===== src/rtl/nvm_seq_pkg.sv =====
package nvm_seq_pkg;
  // Register byte offsets on the bus
  localparam logic [7:0] OFF_ADDR_LOW = 8'h00;
  localparam logic [7:0] OFF_ADDR_HIGH = 8'h04;
  localparam logic [7:0] OFF_DATA_LOW = 8'h08;
  localparam logic [7:0] OFF_DATA_HIGH = 8'h0C;
  localparam logic [7:0] OFF_CONTROL = 8'h10;
  localparam logic [7:0] OFF_UNLOCK = 8'h14;
  localparam logic [7:0] OFF_STATUS = 8'h18;
  // Control register field positions
  localparam int CTL_START_BIT = 0;
  localparam int CTL_ENABLE_BIT = 1;
  localparam int CTL_ERRFLAG_BIT = 2;
  localparam int CTL_LOADONLY_BIT = 3;
  localparam int CTL_ROWERASE_BIT = 4;
  localparam int CTL_CFGSEL_BIT = 6;
  // Status register field positions
  localparam int STS_BUSY_BIT = 0;
  localparam int STS_STALL_BIT = 1;
  // Key bytes
  localparam logic [7:0] KEY_FIRST = 8'h55;
  localparam logic [7:0] KEY_SECOND = 8'hAA;
  // Array geometry
  localparam int LATCH_COUNT = 32;
  localparam int LATCH_IDX_W = 5;
  localparam int ROW_W = 10;
  localparam int WORD_W = 14;
  localparam logic [13:0] BLANK_WORD = 14'h3FFF;
  // Reset values
  localparam logic [7:0] CONTROL_RESET = 8'h00;
  localparam logic [7:0] ADDR_RESET = 8'h00;
  // Timing
  localparam int CLK_HZ = 40000000;
  localparam int ERASE_TIME_US = 2000;
  localparam int ERASE_CYCLES = (CLK_HZ / 1000000) * ERASE_TIME_US;
  localparam int SETUP_SLOTS = 2;
  typedef enum logic [2:0] {
    ST_IDLE = 3'b000,
    ST_SETUP = 3'b001,
    ST_LOAD = 3'b010,
    ST_PROG = 3'b011,
    ST_ERASE = 3'b100,
    ST_DONE = 3'b101
  } seq_state_t;
  typedef enum logic [1:0] {
    KEY_IDLE = 2'b00,
    KEY_GOT1 = 2'b01,
    KEY_ARMED = 2'b10
  } key_state_t;
endpackage


===== src/rtl/nvm_row_sequencer.sv =====
// Operation
// - Erase only whole rows, no finer erase granularity.
// - Any address inside a row erases that entire row.
// - Key 55h then AAh must be written before a start arms.
// - Unlocked start with row-erase selected begins the erase.
// - Start is followed by two setup cycles acting as no-ops.
// - Erase stalls the core for about 2 ms until done.
// - Stall keeps clocks and peripherals running, no sleep.
// - After erase, execution resumes at third instruction after start.
// - One program writes at most the number of latches.
// - Upper 10 address bits pick row, lower 5 pick latch.
// - Programming never crosses a row boundary.
// - All latches go blank 3FFF after every write or erase.
// - Load-only set: start copies data into addressed latch only.
// - Load-only clear: load final word then program whole row.
// - Broken key-and-start sequence starts neither load nor program.
// - Writes and erases only with enable bit set; clear at reset.
// - Reset cutting off a write sets the error flag.
// - Latch load stalls the core three cycles (two setup, one load), no long stall.
// - Key register is write-only and reads zero.
module nvm_row_sequencer
  import nvm_seq_pkg::*;
#(
  parameter int ERASE_CYCLES_P = ERASE_CYCLES
)
(
  input wire logic clk_in,
  input wire logic resetn_in,
  input wire logic psel_in,
  input wire logic penable_in,
  input wire logic pwrite_in,
  input wire logic [7:0] paddr_in,
  input wire logic [31:0] pwdata_in,
  output logic [31:0] prdata_out,
  output logic pready_out,
  output logic pslverr_out,
  output logic core_stall_out,
  output logic flash_erase_out,
  output logic flash_prog_out,
  output logic [ROW_W-1:0] flash_row_out,
  output logic [WORD_W*LATCH_COUNT-1:0] flash_wdata_out,
  input wire logic flash_done_in
);
  logic [7:0] addr_low_ff;
  logic [7:0] addr_high_ff;
  logic [7:0] data_low_ff;
  logic [7:0] data_high_ff;
  logic start_ff;
  logic enable_ff;
  logic err_ff;
  logic load_only_ff;
  logic row_erase_ff;
  logic cfg_sel_ff;
  logic op_live_ff;
  logic [WORD_W-1:0] latch_ff [LATCH_COUNT];
  seq_state_t state_ff;
  logic [1:0] slot_ff;
  logic [31:0] wait_ff;
  logic [ROW_W-1:0] row_ff;
  logic erase_ff;
  logic prog_ff;
  logic [31:0] rdata_ff;
  logic armed;
  logic access;
  logic wr_stb;
  logic ctl_wr;
  logic start_req;
  logic op_end;
  logic [ROW_W-1:0] cur_row;
  logic [LATCH_IDX_W-1:0] cur_idx;
  logic [WORD_W-1:0] cur_word;

  function automatic logic hit(input logic [7:0] a, input logic [7:0] off);
    return a == off;
  endfunction

  //////////////////////////////////////////////////////////////////////////////
  // Bus slave: zero-wait, every access answers in its access cycle
  assign access = psel_in && penable_in;
  assign wr_stb = access && pwrite_in;
  assign ctl_wr = wr_stb && hit(paddr_in, OFF_CONTROL);
  assign pready_out = 1'b1;
  assign pslverr_out = 1'b0;
  assign prdata_out = rdata_ff;
  assign cur_row = {addr_high_ff[6:0], addr_low_ff[7:5]};
  assign cur_idx = addr_low_ff[4:0];
  assign cur_word = {data_high_ff[5:0], data_low_ff};

  // Read data is registered from setup, so it is stable in the access cycle
  always_ff @(posedge clk_in or negedge resetn_in) begin
    if (!resetn_in) begin
      rdata_ff <= 32'h0000_0000;
    end else if (psel_in && !penable_in && !pwrite_in) begin
      rdata_ff <= 32'h0000_0000;
      if (hit(paddr_in, OFF_ADDR_LOW)) rdata_ff[7:0] <= addr_low_ff;
      if (hit(paddr_in, OFF_ADDR_HIGH)) rdata_ff[7:0] <= {1'b0, addr_high_ff[6:0]};
      if (hit(paddr_in, OFF_DATA_LOW)) rdata_ff[7:0] <= data_low_ff;
      if (hit(paddr_in, OFF_DATA_HIGH)) rdata_ff[7:0] <= {2'b00, data_high_ff[5:0]};
      if (hit(paddr_in, OFF_CONTROL)) begin
        rdata_ff[CTL_START_BIT] <= start_ff;
        rdata_ff[CTL_ENABLE_BIT] <= enable_ff;
        rdata_ff[CTL_ERRFLAG_BIT] <= err_ff;
        rdata_ff[CTL_LOADONLY_BIT] <= load_only_ff;
        rdata_ff[CTL_ROWERASE_BIT] <= row_erase_ff;
        rdata_ff[CTL_CFGSEL_BIT] <= cfg_sel_ff;
      end
      if (hit(paddr_in, OFF_STATUS)) begin
        rdata_ff[STS_BUSY_BIT] <= (state_ff != ST_IDLE);
        rdata_ff[STS_STALL_BIT] <= core_stall_out;
      end
    end
  end

  //////////////////////////////////////////////////////////////////////////////
  // Address and data registers; held while busy so an operation sees fixed values
  always_ff @(posedge clk_in or negedge resetn_in) begin
    if (!resetn_in) begin
      addr_low_ff <= ADDR_RESET;
      addr_high_ff <= ADDR_RESET;
      data_low_ff <= ADDR_RESET;
      data_high_ff <= ADDR_RESET;
    end else if (wr_stb && state_ff == ST_IDLE) begin
      if (hit(paddr_in, OFF_ADDR_LOW)) addr_low_ff <= pwdata_in[7:0];
      if (hit(paddr_in, OFF_ADDR_HIGH)) addr_high_ff <= {1'b0, pwdata_in[6:0]};
      if (hit(paddr_in, OFF_DATA_LOW)) data_low_ff <= pwdata_in[7:0];
      if (hit(paddr_in, OFF_DATA_HIGH)) data_high_ff <= {2'b00, pwdata_in[5:0]};
    end
  end

  nvm_unlock_detect u_unlock (
    .clk_in(clk_in),
    .resetn_in(resetn_in),
    .wr_stb_in(wr_stb),
    .any_stb_in(access),
    .key_wr_in(hit(paddr_in, OFF_UNLOCK)),
    .start_wr_in(ctl_wr),
    .wdata_in(pwdata_in[7:0]),
    .armed_out(armed)
  );

  //////////////////////////////////////////////////////////////////////////////
  // start only when armed
  assign start_req = ctl_wr && pwdata_in[CTL_START_BIT] && armed && enable_ff &&
    state_ff == ST_IDLE;
  assign op_end = (state_ff == ST_DONE);

  // Control bits
  always_ff @(posedge clk_in or negedge resetn_in) begin
    if (!resetn_in) begin
      enable_ff <= 1'b0;
      load_only_ff <= 1'b0;
      row_erase_ff <= 1'b0;
      cfg_sel_ff <= 1'b0;
    end else if (ctl_wr && state_ff == ST_IDLE) begin
      enable_ff <= pwdata_in[CTL_ENABLE_BIT];
      load_only_ff <= pwdata_in[CTL_LOADONLY_BIT];
      row_erase_ff <= pwdata_in[CTL_ROWERASE_BIT];
      cfg_sel_ff <= pwdata_in[CTL_CFGSEL_BIT];
    end
  end

  always_ff @(posedge clk_in or negedge resetn_in) begin
    if (!resetn_in) begin
      start_ff <= 1'b0;
    end else if (start_req) begin
      start_ff <= 1'b1;
    end else if (op_end) begin
      start_ff <= 1'b0;
    end
  end

  // No reset: frozen while reset is low so a cut-off write is still seen after release
  always_ff @(posedge clk_in) begin
    if (resetn_in) begin
      op_live_ff <= (state_ff != ST_IDLE) || start_req;
    end
  end

  logic released_ff;
  always_ff @(posedge clk_in or negedge resetn_in) begin
    if (!resetn_in) begin
      err_ff <= 1'b0;
      released_ff <= 1'b0;
    end else begin
      released_ff <= 1'b1;
      if (!released_ff && op_live_ff) begin
        err_ff <= 1'b1;
      end else if (ctl_wr && !pwdata_in[CTL_ERRFLAG_BIT]) begin
        err_ff <= 1'b0;
      end
    end
  end

  //////////////////////////////////////////////////////////////////////////////
  // Sequencer
  always_ff @(posedge clk_in or negedge resetn_in) begin
    if (!resetn_in) begin
      state_ff <= ST_IDLE;
      slot_ff <= 2'b00;
      wait_ff <= 32'h0000_0000;
      row_ff <= '0;
      erase_ff <= 1'b0;
      prog_ff <= 1'b0;
    end else begin
      case (state_ff)
        ST_IDLE: begin
          if (start_req) begin
            state_ff <= ST_SETUP;
            slot_ff <= 2'b00;
            row_ff <= cur_row;
          end
        end
        ST_SETUP: begin
          slot_ff <= slot_ff + 2'b01;
          if (slot_ff == 2'(SETUP_SLOTS - 1)) begin
            if (row_erase_ff) begin
              state_ff <= ST_ERASE;
              erase_ff <= 1'b1;
              wait_ff <= 32'(ERASE_CYCLES_P);
            end else if (load_only_ff) begin
              state_ff <= ST_LOAD;
            end else begin
              state_ff <= ST_PROG;
              prog_ff <= 1'b1;
            end
          end
        end
        ST_LOAD: state_ff <= ST_DONE;
        ST_ERASE: begin
          if (wait_ff != 32'h0000_0000) begin
            wait_ff <= wait_ff - 32'h0000_0001;
          end else if (flash_done_in) begin
            erase_ff <= 1'b0;
            state_ff <= ST_DONE;
          end
        end
        ST_PROG: begin
          if (flash_done_in) begin
            prog_ff <= 1'b0;
            state_ff <= ST_DONE;
          end
        end
        ST_DONE: state_ff <= ST_IDLE;
        default: state_ff <= ST_IDLE;
      endcase
    end
  end

  //////////////////////////////////////////////////////////////////////////////
  // Write latches, one generate slice per word
  genvar gi;
  generate
    for (gi = 0; gi < LATCH_COUNT; gi++) begin : g_latch
      always_ff @(posedge clk_in or negedge resetn_in) begin
        if (!resetn_in) begin
          latch_ff[gi] <= BLANK_WORD;
        end else if (op_end && (row_erase_ff || !load_only_ff)) begin
          latch_ff[gi] <= BLANK_WORD;
        end else if (state_ff == ST_SETUP && slot_ff == 2'b00 && !row_erase_ff &&
          cur_idx == LATCH_IDX_W'(gi)) begin
          latch_ff[gi] <= cur_word;
        end
      end
      assign flash_wdata_out[gi*WORD_W +: WORD_W] = latch_ff[gi];
    end
  endgenerate

  assign core_stall_out = (state_ff != ST_IDLE) && (state_ff != ST_DONE);
  assign flash_erase_out = erase_ff;
  assign flash_prog_out = prog_ff;
  assign flash_row_out = row_ff;
endmodule


===== src/rtl/nvm_unlock_detect.sv =====
module nvm_unlock_detect
  import nvm_seq_pkg::*;
(
  input wire logic clk_in,
  input wire logic resetn_in,
  input wire logic wr_stb_in,
  input wire logic any_stb_in,
  input wire logic key_wr_in,
  input wire logic start_wr_in,
  input wire logic [7:0] wdata_in,
  output logic armed_out
);
  key_state_t key_ff;

  //////////////////////////////////////////////////////////////////////////////
  // exact key order
  always_ff @(posedge clk_in or negedge resetn_in) begin
    if (!resetn_in) begin
      key_ff <= KEY_IDLE;
    end else if (key_wr_in && wr_stb_in) begin
      if (wdata_in == KEY_FIRST) begin
        key_ff <= KEY_GOT1;
      end else if (wdata_in == KEY_SECOND && key_ff == KEY_GOT1) begin
        key_ff <= KEY_ARMED;
      end else begin
        key_ff <= KEY_IDLE;
      end
    end else if (any_stb_in && !start_wr_in) begin
      key_ff <= KEY_IDLE;
    end else if (start_wr_in) begin
      // Key is spent by any control write, start or not
      key_ff <= KEY_IDLE;
    end
  end

  assign armed_out = (key_ff == KEY_ARMED);
endmodule


===== config.mk =====
export PLATFORM = sky130hd
export DESIGN_NAME = nvm_row_sequencer
export DESIGN_NICKNAME = d
export VERILOG_FILES = /design/src/rtl/nvm_seq_pkg.sv /design/src/rtl/nvm_row_sequencer.sv /design/src/rtl/nvm_unlock_detect.sv
export SDC_FILE = /design/constraint.sdc
export NUM_CORES = 1
export LEC_CHECK = 0
export BUFFER_PORTS_ARGS = -buffer_cell sky130_fd_sc_hd__buf_2
export CAP_MARGIN = 10
export CORE_MARGIN = 4
export CORE_UTILIZATION = 47
export DETAILED_ROUTE_END_ITERATION = 10
export GPL_TIMING_DRIVEN = 0
export PLACE_DENSITY = 0.72
export SLEW_MARGIN = 25
export SYNTH_ARGS = -nofsm -noshare
export SYNTH_HDL_FRONTEND = slang
export SYNTH_SLANG_ARGS = --single-unit

===== constraint.sdc =====
create_clock -name clk_in -period 3.22 [get_ports clk_in]
set_input_delay 0.644 -clock clk_in [delete_from_list [all_inputs] [get_ports clk_in]]
set_output_delay 0.644 -clock clk_in [all_outputs]
set_load 0.01 [all_outputs]

==> flow_results.xml, run 1 <==
<?xml version="1.0" encoding="UTF-8"?>
<metrics>
  <group name="finish">
    <metric name="multiInputGateArea" unit="µm²">8010</metric>
    <metric name="stdcell_count" unit="">3394</metric>
    <metric name="fin_area" unit="µm²">28300</metric>
    <metric name="layout-area-overhead-vs-synth" unit="%">23.4</metric>
    <metric name="fin_nets" unit="">2783</metric>
    <metric name="antenna_cells_inserted" unit="">0</metric>
    <metric name="nFillCells" unit="">4044</metric>
    <metric name="drive_gt1_share" unit="%">40.8</metric>
    <metric name="share_of_the_core_filled_with_cells_in_the_final_layout" unit="%">58.9</metric>
    <metric name="ff_latch_area" unit="µm²">14200</metric>
  </group>
  <group name="yosys">
    <metric name="yosysWarnings" unit="">0</metric>
    <metric name="yosysUniqueCellTypes" unit="">64</metric>
    <metric name="sequential_area_share_after_synthesis" unit="%">61.8</metric>
    <metric name="synth.top_cells.by_area" unit="">sky130_fd_sc_hd__dfstp_2 (51%), sky130_fd_sc_hd__o211ai_1 (14%), sky130_fd_sc_hd__nand2_1 (11%)</metric>
    <metric name="post_synth_most_frequent_cells" unit="">sky130_fd_sc_hd__nand2_1 (647), sky130_fd_sc_hd__dfstp_2 (448), sky130_fd_sc_hd__o211ai_1 (425), sky130_fd_sc_hd__clkbuf_1 (158), sky130_fd_sc_hd__dfrtp_1 (95)</metric>
    <metric name="syn-mean-instance-area" unit="µm²">10.6</metric>
    <metric name="ys_async_sr_fraction" unit="%">99.8</metric>
    <metric name="netlist.area_leader.share" unit="%">51.3</metric>
    <metric name="synth_cells" unit="">2156</metric>
    <metric name="postSynth.topFlopCell" unit="">sky130_fd_sc_hd__dfstp_2</metric>
    <metric name="syn_std_cell_area" unit="µm²">23000</metric>
    <metric name="number_of_enable_flip_flop_cells_after_synthesis" unit="">1</metric>
    <metric name="yosys_register_bits" unit="">544</metric>
    <metric name="yosys.cell_count.top_type" unit="">sky130_fd_sc_hd__nand2_1</metric>
    <metric name="synth_area_leader_cell" unit="">sky130_fd_sc_hd__dfstp_2</metric>
  </group>
  <group name="cts">
    <metric name="root_buffer" unit="">sky130_fd_sc_hd__clkbuf_16</metric>
    <metric name="clock_pin_slew_on_the_worst_setup_and_hold_paths" unit="ns">0.06</metric>
    <metric name="postCtsSetupRepairBufs" unit="">0</metric>
    <metric name="number_of_buffers_added_by_the_clock_tree_synthesis_step" unit="">56</metric>
    <metric name="post_cts_hold_buffer_count" unit="">0</metric>
    <metric name="clock_sinks" unit="">544</metric>
    <metric name="clk_latency" unit="ns">0.63</metric>
    <metric name="cts-root-to-sink-buffers" unit="">3</metric>
    <metric name="tritoncts" unit="">yes</metric>
    <metric name="clock_tree.htree_level_count" unit="">2</metric>
  </group>
  <group name="sta">
    <metric name="setup-violations-final" unit="">0</metric>
    <metric name="setup_total_negative_slack" unit="ns">0</metric>
    <metric name="timing.max_slew.rel_slack" unit="%">23.2</metric>
    <metric name="holdWs" unit="ns">0.193</metric>
    <metric name="layout_worst_path_cycle_share" unit="%">96.1</metric>
    <metric name="timing.final.ws_setup" unit="ns">0.124</metric>
    <metric name="achievable-frequency" unit="MHz">323</metric>
    <metric name="post_layout_minimum_cycle_time" unit="ns">3.10</metric>
    <metric name="tightest_slew" unit="ns">1.15</metric>
    <metric name="worst_clock_skew" unit="ns">0.0331</metric>
    <metric name="final-max-slew-violation-count" unit="">0</metric>
    <metric name="timing_hold_violations_final" unit="">0</metric>
    <metric name="unrepaired_setup_endpoints_after_global_routing" unit="">false</metric>
  </group>
  <group name="floorplan">
    <metric name="std_cell_rows" unit="">80</metric>
    <metric name="die_w" unit="µm">229</metric>
    <metric name="design.core.area" unit="µm²">48000</metric>
    <metric name="dieArea" unit="µm²">52400</metric>
    <metric name="pin_count" unit="">541</metric>
    <metric name="initial_utilization" unit="%">47.8</metric>
    <metric name="die_y" unit="µm">229</metric>
  </group>
  <group name="global_routing">
    <metric name="grt-ovfl-total" unit="">0</metric>
    <metric name="grt_usage" unit="%">32.7</metric>
    <metric name="grt_pass1_wl" unit="µm">131000</metric>
    <metric name="largest_net_degree_at_the_start_of_global_routing" unit="">102</metric>
    <metric name="number_of_antenna_violations_at_the_first_check_in_global_routing" unit="">0</metric>
    <metric name="grt_pass1_vias" unit="">19937</metric>
  </group>
  <group name="critical_path">
    <metric name="path_cells" unit="">clkbuf_1 &gt; nand3b_1 &gt; a21o_1 &gt; clkbuf_1 &gt; clkbuf_1 &gt; clkbuf_1 &gt; o211ai_1</metric>
    <metric name="critical-path-slowest-cell" unit="">sky130_fd_sc_hd__clkbuf_1</metric>
    <metric name="critical_path_arrival" unit="ns">3.57</metric>
    <metric name="critical_path.top_delay_family" unit="">buffers and inverters</metric>
    <metric name="worstPathBufferInverterCount" unit="">4</metric>
    <metric name="r2r_setup_slack" unit="ns">0.12</metric>
    <metric name="cp_data_required_time" unit="ns">3.70</metric>
    <metric name="path_common_cell" unit="">sky130_fd_sc_hd__clkbuf_1</metric>
    <metric name="kind_of_critical_path" unit="">flop to flop</metric>
    <metric name="cp-end-kind" unit="">flop</metric>
    <metric name="crit_path_start_kind" unit="">flop</metric>
    <metric name="timing.critical_path.slowest_cell_delay" unit="ns">0.71</metric>
    <metric name="critical_path_peak_fanout" unit="">10</metric>
  </group>
  <group name="run">
    <metric name="maxCapViolCount" unit="">0</metric>
  </group>
  <group name="power_and_ir_drop">
    <metric name="leakage" unit="nW">12.2</metric>
    <metric name="worst_ir_drop_vdd" unit="mV">0.367</metric>
    <metric name="cellPowerDensity" unit="nW/µm²">488</metric>
    <metric name="fin_total_pwr" unit="mW">13.8</metric>
  </group>
  <group name="routing">
    <metric name="viasPerCell" unit="">6.02</metric>
    <metric name="vias" unit="">20440</metric>
    <metric name="post_drt_wl_per_cell" unit="µm">26.1</metric>
    <metric name="detailedRoute.firstPassIterationCount" unit="">7</metric>
    <metric name="drc_errors" unit="">0</metric>
    <metric name="antenna_violating_nets_post_route" unit="">0</metric>
    <metric name="finalWirelength" unit="µm">88500</metric>
    <metric name="first_iter_violations" unit="">2350</metric>
  </group>
  <group name="placement">
    <metric name="post_dp_hpwl" unit="µm">65700</metric>
    <metric name="gp_congestion" unit="">0.922</metric>
    <metric name="dpl.cell_count" unit="">3291</metric>
    <metric name="port-buffer-count" unit="">489</metric>
    <metric name="dpl-instance-area" unit="µm²">26500</metric>
    <metric name="dp_slack" unit="ns">-0.0984</metric>
  </group>
  <group name="run_status">
    <metric name="outcome" unit="">finished clean</metric>
  </group>
  <group name="min_path">
    <metric name="hold_path.class" unit="">input pin to asynchronous set/reset pin</metric>
  </group>
</metrics>
where the power goes:
| part | leakage (nW) | internal (mW) | total (mW) | switching, mW |
|---|---|---|---|---|
| combinational | 5.36 | 0.0788 | 0.321 | 0.242 |
| sequential | 5.92 | 6.88 | 6.90 | 0.0147 |
| clock | 0.906 | 3.84 | 6.61 | 2.77 |
| total | 12.2 | 10.8 | 13.8 | 3.03 |
worst paths after layout:
path | from | cells past startpoint | end
setup / recovery | state_ff[1] | 7 | flash_wdata_out[69]
hold / removal | resetn_in | 1 | flash_wdata_out[176]
setup reg to reg | state_ff[1] | 7 | flash_wdata_out[69]
hold reg to reg | released_ff | 1 | err_ff
max in group asynchronous | resetn_in | 5 | flash_wdata_out[260]
min in group clk_in | flash_done_in | 2 | flash_prog_out
cell type report:
cell class                      instances  share of cell area, %
Multi-Input combinational cell       1434                   28.3
Buffer                                194                   3.02
Clock inverter                         10                  0.504
Sequential cell                       544                   50.1
Tap cell                              615                   2.72
Timing Repair Buffer                  495                   9.26
Clock buffer                           93                   6.04
Inverter                                9                  0.119
cell families after synthesis:
logic type | count (synthesis) | synth area share [%]
AO/OA/AOI/OAI | 498 | 15.8
XOR/XNOR | 22 | 0.839
adder cells (fa/ha/maj) | 3 | 0.164
buffers and inverters | 203 | 3.81
flip-flops | 544 | 61.8
multiplexers | 46 | 2.25
other | 2 | 0.0327
AND/OR/NAND/NOR | 838 | 15.3
state kept, by name (all words and copies together), names as in the netlist, 2 cells and up:
register	flops
addr_high_ff	7
addr_low_ff	8
data_high_ff	6
data_low_ff	8
flash_row_out	10
flash_wdata_out	448
prdata_out	8
slot_ff	2
state_ff	3
u_unlock.key_ff	2
wait_ff	32
metal layers:
metal  routed length [µm]  vias to the layer above  GRT usage [%]
met5                    0                        -              0
met4                 5460                        0           15.9
met3                 9000                      253           8.34
met2                41000                     1202           51.7
met1                33100                    10272           42.1
li1                     -                     8713              -
layout by cell type (no fill, tap or decap), types with 10 or more instances in the layout:
master,count
sky130_fd_sc_hd__nand2_1,646
sky130_fd_sc_hd__buf_4,27
sky130_fd_sc_hd__conb_1,27
sky130_fd_sc_hd__dfrtp_1,95
sky130_fd_sc_hd__o211ai_1,425
sky130_fd_sc_hd__clkbuf_1,169
sky130_fd_sc_hd__nor4_1,14
sky130_fd_sc_hd__xnor2_1,16
sky130_fd_sc_hd__clkbuf_2,10
sky130_fd_sc_hd__dfstp_2,448
sky130_fd_sc_hd__o21ai_0,20
sky130_fd_sc_hd__nor2_1,52
sky130_fd_sc_hd__clkbuf_16,56
sky130_fd_sc_hd__a21oi_1,27
sky130_fd_sc_hd__buf_2,493
sky130_fd_sc_hd__mux2_2,44
sky130_fd_sc_hd__nor3_1,13
sky130_fd_sc_hd__nand3_1,43
sky130_fd_sc_hd__clkbuf_8,17
sky130_fd_sc_hd__and2_1,10
timing repair:
item	CTS	global route
gates resized for setup	1	4
endpoints found under the hold margin	0	0
setup endpoints to repair	16	80
(Power assumes the default switching activity.)
==> run 2: changes to the inputs <==
--- a/config.mk
+++ b/config.mk
@@ -9,10 +9,12 @@
 export CAP_MARGIN = 10
 export CORE_MARGIN = 4
 export CORE_UTILIZATION = 47
+export CTS_CLUSTER_SIZE = 12
 export DETAILED_ROUTE_END_ITERATION = 10
 export GPL_TIMING_DRIVEN = 0
-export PLACE_DENSITY = 0.72
+export PLACE_DENSITY = 0.75
 export SLEW_MARGIN = 25
 export SYNTH_ARGS = -nofsm -noshare
 export SYNTH_HDL_FRONTEND = slang
+export SYNTH_HIERARCHICAL = 1
 export SYNTH_SLANG_ARGS = --single-unit
==> constraint.sdc (replaced) <==
create_clock -name clk_in -period 2.8 [get_ports clk_in]
set_input_delay 0.56 -clock clk_in [delete_from_list [all_inputs] [get_ports clk_in]]
set_output_delay 0.56 -clock clk_in [all_outputs]
set_load 0.01 [all_outputs]
==> flow_results.xml, run 2 <==
<?xml version="1.0" encoding="UTF-8"?>
<metrics>
  <group name="run_status">
    <metric name="outcome" unit="">finished clean</metric>
  </group>
  <group name="cts">
    <metric name="root_buffer" unit="">sky130_fd_sc_hd__clkbuf_16</metric>
    <metric name="cts-root-to-sink-buffers" unit="">3</metric>
    <metric name="clock_pin_slew_on_the_worst_setup_and_hold_paths" unit="ns">0.06</metric>
    <metric name="clk_latency" unit="ns">0.61</metric>
    <metric name="clock_sinks" unit="">544</metric>
    <metric name="tritoncts" unit="">yes</metric>
    <metric name="number_of_buffers_added_by_the_clock_tree_synthesis_step" unit="">56</metric>
    <metric name="clock_tree.htree_level_count" unit="">2</metric>
  </group>
  <group name="finish">
    <metric name="multiInputGateArea" unit="µm²">8520</metric>
    <metric name="ff_latch_area" unit="µm²">14200</metric>
    <metric name="nFillCells" unit="">4297</metric>
    <metric name="fin_nets" unit="">3155</metric>
    <metric name="drive_gt1_share" unit="%">38.2</metric>
    <metric name="layout_commonest_cell" unit="">sky130_fd_sc_hd__nand2_1</metric>
    <metric name="layout-area-overhead-vs-synth" unit="%">23.1</metric>
    <metric name="fin_area" unit="µm²">29200</metric>
    <metric name="largest_register_ffs" unit="">448</metric>
    <metric name="layout.cells.most_common_list" unit="">sky130_fd_sc_hd__nand2_1 (872), sky130_fd_sc_hd__buf_2 (522), sky130_fd_sc_hd__dfstp_2 (448)</metric>
  </group>
  <group name="global_routing">
    <metric name="grt_usage" unit="%">30.7</metric>
    <metric name="grt-ovfl-total" unit="">0</metric>
    <metric name="grt_pass1_wl" unit="µm">128000</metric>
    <metric name="grt_pass1_vias" unit="">20902</metric>
    <metric name="number_of_antenna_violations_at_the_first_check_in_global_routing" unit="">5</metric>
    <metric name="largest_net_degree_at_the_start_of_global_routing" unit="">103</metric>
  </group>
  <group name="floorplan">
    <metric name="initial_utilization" unit="%">47.4</metric>
    <metric name="std_cell_rows" unit="">82</metric>
    <metric name="die_y" unit="µm">233</metric>
    <metric name="die_w" unit="µm">233</metric>
    <metric name="dieArea" unit="µm²">54200</metric>
    <metric name="pin_count" unit="">541</metric>
    <metric name="design.core.area" unit="µm²">50100</metric>
  </group>
  <group name="routing">
    <metric name="first_iter_violations" unit="">1866</metric>
    <metric name="post_drt_wl_per_cell" unit="µm">22.4</metric>
    <metric name="vias" unit="">21542</metric>
    <metric name="antenna_violating_nets_post_route" unit="">0</metric>
    <metric name="finalWirelength" unit="µm">85500</metric>
    <metric name="viasPerCell" unit="">5.65</metric>
    <metric name="detailedRoute.firstPassIterationCount" unit="">6</metric>
    <metric name="drc_errors" unit="">0</metric>
  </group>
  <group name="critical_path">
    <metric name="critical_path.top_delay_family" unit="">simple AND/OR/NAND/NOR gates</metric>
    <metric name="critical-path-slowest-cell" unit="">sky130_fd_sc_hd__or3b_2</metric>
    <metric name="r2r_setup_slack" unit="ns">0.19</metric>
    <metric name="r2r-start" unit="">state_ff[1]</metric>
    <metric name="cp_data_required_time" unit="ns">2.24</metric>
    <metric name="timing.critical_path.slowest_cell_delay" unit="ns">0.52</metric>
    <metric name="worstPathBufferInverterCount" unit="">2</metric>
    <metric name="kind_of_critical_path" unit="">flop to output pin</metric>
    <metric name="cp-end-kind" unit="">output pin</metric>
    <metric name="path_common_cell" unit="">sky130_fd_sc_hd__buf_2</metric>
    <metric name="critical_path_arrival" unit="ns">2.10</metric>
    <metric name="critical_path_peak_fanout" unit="">10</metric>
    <metric name="critical_path.reg2reg.endpoint" unit="">flash_wdata_out[203]</metric>
    <metric name="worstRegToRegCells" unit="">6</metric>
    <metric name="crit_path_start_kind" unit="">flop</metric>
    <metric name="path_cells" unit="">buf_2 &gt; nand2b_1 &gt; or3b_2 &gt; buf_2</metric>
  </group>
  <group name="sta">
    <metric name="achievable-frequency" unit="MHz">376</metric>
    <metric name="timing_hold_violations_final" unit="">0</metric>
    <metric name="worst_clock_skew" unit="ns">0.0149</metric>
    <metric name="layout_worst_path_cycle_share" unit="%">94.9</metric>
    <metric name="setup_total_negative_slack" unit="ns">0</metric>
    <metric name="unrepaired_setup_endpoints_after_global_routing" unit="">false</metric>
    <metric name="setup-violations-final" unit="">0</metric>
    <metric name="final-max-slew-violation-count" unit="">0</metric>
    <metric name="timing.max_slew.rel_slack" unit="%">31.2</metric>
    <metric name="post_layout_minimum_cycle_time" unit="ns">2.66</metric>
    <metric name="tightest_slew" unit="ns">1.03</metric>
  </group>
  <group name="yosys">
    <metric name="sequential_area_share_after_synthesis" unit="%">59.7</metric>
    <metric name="synth.top_cells.by_area" unit="">sky130_fd_sc_hd__dfstp_2 (50%), sky130_fd_sc_hd__nand2_1 (14%), sky130_fd_sc_hd__dfrtp_1 (10%)</metric>
    <metric name="postSynth.topFlopCell" unit="">sky130_fd_sc_hd__dfstp_2</metric>
    <metric name="number_of_enable_flip_flop_cells_after_synthesis" unit="">1</metric>
    <metric name="syn_std_cell_area" unit="µm²">23700</metric>
    <metric name="yosysUniqueCellTypes" unit="">73</metric>
    <metric name="ys_async_sr_fraction" unit="%">99.8</metric>
    <metric name="post_synth_most_frequent_cells" unit="">sky130_fd_sc_hd__nand2_1 (872), sky130_fd_sc_hd__dfstp_2 (448), sky130_fd_sc_hd__nand3_1 (396), sky130_fd_sc_hd__clkbuf_1 (178), sky130_fd_sc_hd__dfrtp_1 (95)</metric>
    <metric name="yosys.cell_count.top_type" unit="">sky130_fd_sc_hd__nand2_1</metric>
    <metric name="syn-mean-instance-area" unit="µm²">9.44</metric>
    <metric name="synth_cells" unit="">2514</metric>
    <metric name="synth_area_leader_cell" unit="">sky130_fd_sc_hd__dfstp_2</metric>
    <metric name="netlist.area_leader.share" unit="%">49.6</metric>
    <metric name="yosysWarnings" unit="">6</metric>
    <metric name="yosys_register_bits" unit="">544</metric>
  </group>
  <group name="power_and_ir_drop">
    <metric name="cellPowerDensity" unit="nW/µm²">542</metric>
    <metric name="fin_total_pwr" unit="mW">15.8</metric>
    <metric name="leakage" unit="nW">14.3</metric>
    <metric name="worst_ir_drop_vdd" unit="mV">0.450</metric>
  </group>
  <group name="min_path">
    <metric name="min_from" unit="">pwdata_in[7]</metric>
    <metric name="min_delay_path_depth" unit="">2</metric>
    <metric name="hold_path.class" unit="">input pin to flop</metric>
    <metric name="holdPathEnd" unit="">addr_low_ff[7]</metric>
  </group>
  <group name="placement">
    <metric name="gp_congestion" unit="">0.900</metric>
    <metric name="post_dp_hpwl" unit="µm">60100</metric>
    <metric name="port-buffer-count" unit="">490</metric>
    <metric name="dpl-instance-area" unit="µm²">27300</metric>
  </group>
  <group name="run">
    <metric name="maxCapViolCount" unit="">0</metric>
  </group>
</metrics>
-- run 2: layout make-up --
type | instances | share of cell area, %
Timing Repair Buffer | 509 | 9.34
Clock buffer | 83 | 5.60
Antenna cell | 2 | 0.0171
Multi-Input combinational cell | 1733 | 29.1
Sequential cell | 544 | 48.5
Inverter | 10 | 0.128
Clock inverter | 10 | 0.570
Buffer | 252 | 3.80
Tap cell | 672 | 2.88
-- run 2: repair_timing --
action	in CTS	in global routing
buffers inserted	12	0
pin swaps	7	0
hold buffers	1	0
endpoints found under the hold margin	58	0
gates resized for setup	6	7
endpoints found under the setup margin	401	23
-- run 2: layer usage --
layer,part of all wire (%),wire [µm],global-route usage [%]
met5,0.018,15,0
met4,4.5,3850,12.3
met3,9.2,7860,7.62
met2,46,39700,48.2
met1,40,34100,41.3
-- run 2: how the worst max path moves through the flow --
stage / startpoint / depth (start not counted) / end / slack, ns
CTS: state_ff[1] / 6 / flash_wdata_out[153] / 0.09
detailed placement: state_ff[1] / 6 / flash_wdata_out[111] / -0.44
global route: state_ff[1] / 6 / flash_wdata_out[134] / 0.04
floorplan: paddr_in[7] / 6 / data_low_ff[1] / 0.42
finish: state_ff[0] / 4 / core_stall_out / 0.14
global placement: resetn_in / 1 / data_low_ff[4] / -9.14
-- run 2: cells by family (layout without fill, tap and decap cells) --
group                      count (synthesis)  count (layout)  synth area share (%)
other                                      2              29                0.0316
and+or+nand+nor                         1483            1483                  27.9
DFF                                      544             544                  59.7
adders and majority gates                  3               3                 0.158
buffers and inverters                    262             864                  4.79
AOI/OAI and AO/OA                        173             173                  5.18
xor gates and xnor gates                   1               1                0.0369
muxes                                     46              46                  2.16
-- run 2: report_power, final --
group	internal [mW]	switching, mW
clock network	4.37	3.10
registers	7.92	0.0124
logic	0.106	0.324
total	12.4	3.43
-- run 2: stage by stage --
| step | utilization [%] | instances | hold slack, ns | worst slack, ns |
|---|---|---|---|---|
| 6_report | 58.4 | 3815 | 0.260 | 0.144 |
| 5_1_grt | 58.4 | 3814 | 0.269 | 0.0390 |
| 4_1_cts | 58.3 | 3813 | 0.226 | 0.0919 |
| 3_5_place_dp | 54.5 | 3707 | 0.423 | -0.442 |
| 3_3_place_gp | 54.2 | 3701 | 0.419 | -9.14 |
| 2_1_floorplan | - | 2539 | 0.264 | 0.422 |
